===== src/logic/trit_encoder_pkg.sv =====
// Shared constants and types for the tri-state code serial encoder.
// Assumes a single 250 MHz system clock and pad cells that report each
// tri-state input as a floating flag plus a driven level.
package trit_encoder_pkg;

  // ----------------------------------------------------------------
  // Packet shape
  // ----------------------------------------------------------------
  localparam int CODE_LINES      = 10;
  localparam int DATA_LINES      = 8;
  localparam int WORDS_PER_CYCLE = 3;
  localparam int TRITS_PER_WORD  = CODE_LINES + DATA_LINES;
  localparam int SUBBITS_PER_WORD = 2 * TRITS_PER_WORD;

  // ----------------------------------------------------------------
  // Timing
  // ----------------------------------------------------------------
  localparam int CLK_HZ         = 250_000_000;
  localparam int ENC_OSC_HZ     = 70_000;
  // One slot is one period of the encoder oscillator, rounded down.
  localparam int SLOT_CYC       = CLK_HZ / ENC_OSC_HZ;
  localparam int PILOT_SLOTS    = 16;
  localparam int SLOTS_PER_SUB  = 4;
  localparam int MAX_LAG_MS     = 150;

  // ----------------------------------------------------------------
  // Sub-bit pairs sent for each input state
  // ----------------------------------------------------------------
  localparam logic [1:0] PAIR_LOW   = 2'h0;
  localparam logic [1:0] PAIR_HIGH  = 2'h3;
  localparam logic [1:0] PAIR_FLOAT = 2'h1;

  localparam logic RF_IDLE_LEVEL = 1'b0;

  // Tri-state pin as seen from its pad sense cell.
  typedef struct packed {
    logic floating;
    logic level;
  } trit_pin_t;

  typedef enum {
    ST_IDLE,
    ST_PILOT,
    ST_SYMBOL
  } enc_state_t;

endpackage


===== src/logic/tristate_code_serial_encoder.sv =====
// Serial encoder that frames tri-state code-select and data inputs into
// repeated three-word packets for an RF modulator.
// Assumes all inputs are asynchronous pins and that the pad cells already
// tell a floating pin from a driven one.
//
// Contract
// RL1 - On request rise, capture inputs, build one packet, send it three times.
// RL2 - Each cycle is three words; cycles continue until request goes low.
// RL3 - A new cycle starts right after the last while request stays high.
// RL4 - After request falls, finish the running cycle, then stop output.
// RL5 - Packet: 10 code bits then 8 data bits, lowest line first.
// RL6 - High, low and floating inputs are all distinct and valid.
// RL7 - Receiver reads a floating data input as low.
// RL8 - Receiver accepts only on exact code match including floating.
// RL9 - Receiver ignores mismatched code and keeps its outputs.
// RL10 - On match, receiver mirrors the captured data states.
// RL11 - Data inputs are sampled again at the start of every cycle.
// RL12 - A data change is sent within 150 ms, after the running cycle.
// RL13 - While idle the modulation output stays at its inactive level.
`timescale 1ns/1ns

module tristate_code_serial_encoder #(
  parameter int SLOT_CYCLES = trit_encoder_pkg::SLOT_CYC
) (
  input  wire logic                          clk_sys_i,
  input  wire logic                          resetn_i,
  input  wire logic                          send_request_i,
  input  wire trit_encoder_pkg::trit_pin_t [trit_encoder_pkg::CODE_LINES-1:0]
                                             code_select_lines_i,
  input  wire trit_encoder_pkg::trit_pin_t [trit_encoder_pkg::DATA_LINES-1:0]
                                             input_bits_i,
  output logic                               rf_output_o,
  output logic                               transmitting_o
);

  localparam int NTRIT = trit_encoder_pkg::TRITS_PER_WORD;
  localparam int NSUB  = trit_encoder_pkg::SUBBITS_PER_WORD;

  // ----------------------------------------------------------------
  // Input synchronisers
  // ----------------------------------------------------------------
  // Every pin passes two flops; the first stage feeds only the second.
  logic                                 req_meta_reg;
  logic                                 req_sync_reg;
  trit_encoder_pkg::trit_pin_t [NTRIT-1:0] pins_meta_reg;
  trit_encoder_pkg::trit_pin_t [NTRIT-1:0] pins_sync_reg;
  trit_encoder_pkg::trit_pin_t [NTRIT-1:0] pins_raw;

  // RL5 - serial order
  assign pins_raw = {input_bits_i, code_select_lines_i};

  always_ff @(posedge clk_sys_i) begin
    if (!resetn_i) begin
      req_meta_reg  <= 1'b0;
      req_sync_reg  <= 1'b0;
      pins_meta_reg <= '0;
      pins_sync_reg <= '0;
    end else begin
      req_meta_reg  <= send_request_i;
      req_sync_reg  <= req_meta_reg;
      pins_meta_reg <= pins_raw;
      pins_sync_reg <= pins_meta_reg;
    end
  end

  // ----------------------------------------------------------------
  // Tri-state to sub-bit mapping
  // ----------------------------------------------------------------
  logic [NSUB-1:0] frame_bits;

  genvar gi;
  generate
    for (gi = 0; gi < NTRIT; gi++) begin : g_trit
      // RL6 - three distinct states
      assign frame_bits[2*gi +: 2] =
        pins_sync_reg[gi].floating ? trit_encoder_pkg::PAIR_FLOAT :
        pins_sync_reg[gi].level    ? trit_encoder_pkg::PAIR_HIGH  :
                                     trit_encoder_pkg::PAIR_LOW;
    end
  endgenerate

  // ----------------------------------------------------------------
  // Slot timebase
  // ----------------------------------------------------------------
  // The timebase is held while idle so every word starts on a full slot.
  logic [15:0]                  slot_cnt_reg;
  logic                         slot_tick;
  trit_encoder_pkg::enc_state_t state_reg;

  assign slot_tick = (slot_cnt_reg == 16'(SLOT_CYCLES - 1));

  always_ff @(posedge clk_sys_i) begin
    if (!resetn_i || state_reg == trit_encoder_pkg::ST_IDLE || slot_tick) begin
      slot_cnt_reg <= 16'h0000;
    end else begin
      slot_cnt_reg <= slot_cnt_reg + 16'h0001;
    end
  end

  // ----------------------------------------------------------------
  // Framing state machine
  // ----------------------------------------------------------------
  logic [NSUB-1:0]              frame_reg;
  logic [NSUB-1:0]              frame_next;
  logic [4:0]                   slot_idx_reg;
  logic [4:0]                   slot_idx_next;
  logic [5:0]                   sub_idx_reg;
  logic [5:0]                   sub_idx_next;
  logic [1:0]                   word_reg;
  logic [1:0]                   word_next;
  trit_encoder_pkg::enc_state_t state_next;

  logic pilot_done;
  logic sub_done;
  logic word_done;
  logic cycle_done;

  assign pilot_done = slot_tick &&
                      (slot_idx_reg == 5'(trit_encoder_pkg::PILOT_SLOTS - 1));
  assign sub_done   = slot_tick &&
                      (slot_idx_reg == 5'(trit_encoder_pkg::SLOTS_PER_SUB - 1));
  assign word_done  = sub_done && (sub_idx_reg == 6'(NSUB - 1));
  // RL2 - three words per cycle
  assign cycle_done = word_done &&
                      (word_reg == 2'(trit_encoder_pkg::WORDS_PER_CYCLE - 1));

  always_comb begin
    state_next    = state_reg;
    frame_next    = frame_reg;
    slot_idx_next = slot_idx_reg;
    sub_idx_next  = sub_idx_reg;
    word_next     = word_reg;
    case (state_reg)
      trit_encoder_pkg::ST_IDLE: begin
        // RL1 - capture and start
        if (req_sync_reg) begin
          frame_next    = frame_bits;
          state_next    = trit_encoder_pkg::ST_PILOT;
          slot_idx_next = 5'h00;
          sub_idx_next  = 6'h00;
          word_next     = 2'h0;
        end
      end
      trit_encoder_pkg::ST_PILOT: begin
        if (pilot_done) begin
          state_next    = trit_encoder_pkg::ST_SYMBOL;
          slot_idx_next = 5'h00;
        end else if (slot_tick) begin
          slot_idx_next = slot_idx_reg + 5'h01;
        end
      end
      trit_encoder_pkg::ST_SYMBOL: begin
        if (cycle_done) begin
          slot_idx_next = 5'h00;
          sub_idx_next  = 6'h00;
          word_next     = 2'h0;
          // RL3 - back to back cycles
          // RL11 - fresh sample per cycle
          // RL12 - lag bounded by cycle
          if (req_sync_reg) begin
            frame_next = frame_bits;
            state_next = trit_encoder_pkg::ST_PILOT;
          // RL4 - stop only at cycle end
          end else begin
            state_next = trit_encoder_pkg::ST_IDLE;
          end
        end else if (word_done) begin
          // RL1 - same packet repeated
          state_next    = trit_encoder_pkg::ST_PILOT;
          slot_idx_next = 5'h00;
          sub_idx_next  = 6'h00;
          word_next     = word_reg + 2'h1;
        end else if (sub_done) begin
          slot_idx_next = 5'h00;
          sub_idx_next  = sub_idx_reg + 6'h01;
        end else if (slot_tick) begin
          slot_idx_next = slot_idx_reg + 5'h01;
        end
      end
      default: begin
        state_next = trit_encoder_pkg::ST_IDLE;
      end
    endcase
  end

  always_ff @(posedge clk_sys_i) begin
    if (!resetn_i) begin
      state_reg    <= trit_encoder_pkg::ST_IDLE;
      frame_reg    <= '0;
      slot_idx_reg <= 5'h00;
      sub_idx_reg  <= 6'h00;
      word_reg     <= 2'h0;
    end else begin
      state_reg    <= state_next;
      frame_reg    <= frame_next;
      slot_idx_reg <= slot_idx_next;
      sub_idx_reg  <= sub_idx_next;
      word_reg     <= word_next;
    end
  end

  // ----------------------------------------------------------------
  // Modulation output
  // ----------------------------------------------------------------
  // A sub-bit is a slot high, two slots carrying the bit, then a slot low,
  // so the receiver always finds a rising edge to resync on.
  logic cur_sub;
  logic rf_level;

  assign cur_sub  = frame_reg[sub_idx_reg];
  assign rf_level = (state_reg != trit_encoder_pkg::ST_SYMBOL) ?
                      trit_encoder_pkg::RF_IDLE_LEVEL :
                    (slot_idx_reg == 5'h00) ? 1'b1 :
                    (slot_idx_reg == 5'(trit_encoder_pkg::SLOTS_PER_SUB - 1)) ? 1'b0 :
                    cur_sub;

  always_ff @(posedge clk_sys_i) begin
    if (!resetn_i) begin
      rf_output_o    <= trit_encoder_pkg::RF_IDLE_LEVEL;
      transmitting_o <= 1'b0;
    end else begin
      // RL13 - quiet when idle
      rf_output_o    <= rf_level;
      transmitting_o <= (state_reg != trit_encoder_pkg::ST_IDLE);
    end
  end

endmodule


===== config.mk =====
export PLATFORM = sky130hd
export DESIGN_NAME = tristate_code_serial_encoder
export DESIGN_NICKNAME = d
export VERILOG_FILES = /design/src/logic/trit_encoder_pkg.sv /design/src/logic/tristate_code_serial_encoder.sv
export SDC_FILE = /design/constraint.sdc
export NUM_CORES = 1
export LEC_CHECK = 0
export CAP_MARGIN = 5
export CORE_MARGIN = 2
export CORE_UTILIZATION = 45
export DETAILED_ROUTE_END_ITERATION = 8
export DONT_BUFFER_PORTS = 1
export GPL_TIMING_DRIVEN = 0
export PLACE_DENSITY = 0.71
export SYNTH_ARGS = -nofsm -noshare
export SYNTH_HDL_FRONTEND = slang
export SYNTH_SLANG_ARGS = --single-unit

===== constraint.sdc =====
create_clock -name clk_sys_i -period 7.6 [get_ports clk_sys_i]
set_input_delay 0.76 -clock clk_sys_i [delete_from_list [all_inputs] [get_ports clk_sys_i]]
set_output_delay 0.76 -clock clk_sys_i [all_outputs]
set_load 0.1 [all_outputs]

==> reports/qor.tcl <==
set qor(detail-route-antenna-nets) 0
set qor(timing.critical_path.to_type) {flop}
set qor(rows) 40
set qor(post_route_cells_drive_above_1_share) 0.09233
set qor(tritoncts) {built}
set qor(initial_core_util) 0.4554
set qor(antenna_found_initial) 0
set qor(p_int_mw) 1.382
set qor(whs_path_depth) 1
set qor(power-per-cell-area_mw_per_mm2) 323.0
set qor(p_seq_frac) 0.419
set qor(clk-insertion-delay-late_ns) 0.42
set qor(io_buffer_count) 0
set qor(setup-violations-final) 0
set qor(global_route_wire_length_before_repair_um) 18000
set qor(cts_hold_repair.buffers) 0
set qor(status) {completed}
set qor(clock-root-buffer) {sky130_fd_sc_hd__clkbuf_16}
set qor(average_routed_wire_per_standard_cell_um) 14.70
set qor(clk_transition_reported_paths_ns) 0.06
set qor(cap_viol_max_count) 0
set qor(postLayoutCellArea_mm2) 0.006188
set qor(grt_overflow_total) 0
set qor(route.final.wire_length_um) 10600
set qor(crit_type) {flop to flop}
set qor(place.detailed.hpwl_um) 7322
set qor(worst_hold_startpoint) {pins_meta_reg[25]}
set qor(cts_resized) 0
set qor(crit_start) {slot_cnt_reg[0]}
set qor(synthCells) 542
set qor(synth.area.top_cells) {sky130_fd_sc_hd__dfxtp_1, sky130_fd_sc_hd__and2_1, sky130_fd_sc_hd__a21oi_1, sky130_fd_sc_hd__mux4_2, sky130_fd_sc_hd__nor2_1}
set qor(grtUsageTotal) 0.1771
set qor(seq_area_frac_synth) 0.5278
set qor(post-synth-top-count-cell) {sky130_fd_sc_hd__dfxtp_1}
set qor(route.detailed.drc) 0
set qor(buffer_depth_of_the_longest_clock_path) 2
set qor(irDropWorstVdd_uv) 290.2
set qor(synth_net_count) 592
set qor(cp.required_ns) 7.87
set qor(ys_async_sr_fraction) 0
set qor(totalNegativeSetupSlack_ns) 0
set qor(startpoint_type) {flop}
set qor(fmaxAchievable_ghz) 0.3332
set qor(yosysTopAreaCell) {sky130_fd_sc_hd__dfxtp_1}
set qor(switching_power_mw) 0.6171
set qor(worstMarginPinSlew_ns) 0.9330
set qor(power.leakage_nw) 2.173
set qor(placed_cells_incl_taps) 689
set qor(post-cts-setup-buffers) 0
set qor(unrepaired_setup_endpoints_after_global_routing) {false}
set qor(critPathMaxFanout) 10
set qor(drt_iter0_drc) 216
set qor(count_of_pins_over_their_slew_limit) 0
set qor(placed_area_mm2) 0.005608
set qor(core-area_mm2) 0.01191
set qor(filler_cell_count) 1063
set qor(skew_ns) 0.01672
set qor(syn_area_mm2) 0.005424
set qor(hold_path.class) {flop to flop}
set qor(cts_sinks) 143
set qor(die_boundary_height_um) 113.8
set qor(layout.cells.non_filler) 721
set qor(first_global_vias) 3849
set qor(ctsHtreeMaxLevel) 4
set qor(grt_max_degree) 17
set qor(dieArea_mm2) 0.01295
set qor(via_count) 3856
set qor(synth-main-ff-cell) {sky130_fd_sc_hd__dfxtp_1}
set qor(dieWidth_um) 113.8
set qor(top_level_ports) 41
set qor(switching_share) 0.3087
set qor(multi_input_comb_area_mm2) 0.002380
set qor(via_per_inst) 5.348
set qor(synth.yosys.warnings) 0
set qor(arrival_ns) 3.27
set qor(combinationalPowerShare) 0.182
set qor(synth.top_cells.by_count) {sky130_fd_sc_hd__dfxtp_1, sky130_fd_sc_hd__and2_1, sky130_fd_sc_hd__a21oi_1}
set qor(areaGrowthSynthToFinish_pct) 14.09
set qor(r2r_start) {slot_cnt_reg[0]}
set qor(post-route-min-period_ns) 3.001
set qor(insertedDiodeCount) 0
set qor(synth_top_cell_area_share) 0.5278
set qor(area.sequential_mm2) 0.002863
set qor(num-nets-final) 611
set qor(slew_margin_rel) 0.3772
set qor(report.final.hold_viol_count) 0
set qor(yosysUniqueCellTypes) 41
set qor(gpl.final_weighted_congestion) 0.9216
set qor(reg2regPathDepth) 8
set qor(count_of_flip_flops_with_a_built_in_enable_after_synthesis) 0
set qor(tritoncts_buffer_count) 17
set qor(dr.pass1.iters) 4
set qor(clockPowerShare) 0.399
set qor(period_share) 0.3949
set qor(postLayoutCoreUtil) 0.5195
set qor(post_synthesis_sequential_element_count) 143
set qor(synth_area_per_cell_um2) 10.01
==> metal layers <==
metal,GRT usage,part of all wire,vias to the layer above
li1,-,-,1933
met1,0.2182,0.43,1816
met2,0.2894,0.51,97
met3,0.05313,0.046,10
met4,0.07642,0.0098,0
met5,0,0,-
==> worst max-delay path, stage by stage, from the launching register on <==
cell and delay (ns):
sky130_fd_sc_hd__dfxtp_1 0.34, sky130_fd_sc_hd__inv_1 0.07, sky130_fd_sc_hd__ha_1 0.12, sky130_fd_sc_hd__or4b_4 0.46
sky130_fd_sc_hd__nor4_2 0.60, sky130_fd_sc_hd__a21oi_1 0.24, sky130_fd_sc_hd__clkbuf_1 0.27, sky130_fd_sc_hd__o31ai_1 0.63
sky130_fd_sc_hd__nor2_1 0.12
==> cell type report <==
| type | count | share of cell area |
|---|---|---|
| clock inverters | 12 | 0.02002 |
| plain buffers | 33 | 0.02204 |
| well taps | 147 | 0.02972 |
| flip-flops and latches | 143 | 0.4626 |
| clock buffers | 20 | 0.07380 |
| multi-input cells | 354 | 0.3846 |
| inverters | 12 | 0.007279 |
==> cells by family after synthesis <==
family / after synthesis / synth area share
buffers and inverters: 45 / 0.03345
DFF: 143 / 0.5278
and+or+nand+nor: 206 / 0.2191
xor gates and xnor gates: 17 / 0.02745
muxes: 15 / 0.04890
AOI/OAI and AO/OA: 105 / 0.1179
adders and majority gates: 11 / 0.02537
==> placed cells by master (no fill, tap or decap), types with 7 or more instances in the layout <==
| cell | instances |
|---|---|
| sky130_fd_sc_hd__o21ai_0 | 25 |
| sky130_fd_sc_hd__ha_1 | 11 |
| sky130_fd_sc_hd__and2_1 | 74 |
| sky130_fd_sc_hd__xnor2_1 | 8 |
| sky130_fd_sc_hd__xor2_1 | 9 |
| sky130_fd_sc_hd__or4_1 | 7 |
| sky130_fd_sc_hd__nor2_1 | 47 |
| sky130_fd_sc_hd__clkbuf_1 | 28 |
| sky130_fd_sc_hd__nand4b_1 | 18 |
| sky130_fd_sc_hd__dfxtp_1 | 143 |
| sky130_fd_sc_hd__nand2_1 | 15 |
| sky130_fd_sc_hd__mux4_2 | 9 |
| sky130_fd_sc_hd__inv_1 | 12 |
| sky130_fd_sc_hd__a311oi_1 | 18 |
| sky130_fd_sc_hd__clkbuf_16 | 17 |
| sky130_fd_sc_hd__a21oi_1 | 50 |
| sky130_fd_sc_hd__nand3_1 | 13 |
==> metrics by stage <==
stage          total power [mW]  worst slack, ns  hold slack [ns]
6_report                  1.999            4.599           0.4308
5_1_grt                   2.096            4.396           0.4474
4_1_cts                   2.010            4.612           0.4305
3_5_place_dp              1.211            4.629           0.4184
3_3_place_gp              1.201            4.699           0.4197
2_1_floorplan             1.113            4.976           0.4119
==> power groups by stage <==
stage,Sequential (mW),Combinational (mW),Clock [mW]
final,0.837,0.364,0.798
after detailed placement,0.853,0.358,0
after global routing,0.842,0.404,0.850
after global placement,0.851,0.350,0
after floorplan,0.846,0.267,0
after CTS,0.837,0.362,0.811
==> worst paths after layout <==
path	to	slack, ns
worst max-delay path	slot_idx_reg[2]	4.60
worst min-delay path	pins_sync_reg[25]	0.43
worst max register to register	slot_idx_reg[2]	4.60
worst min register to register	pins_sync_reg[25]	0.43
No activity file was read; power rests on OpenSTA's default activity.
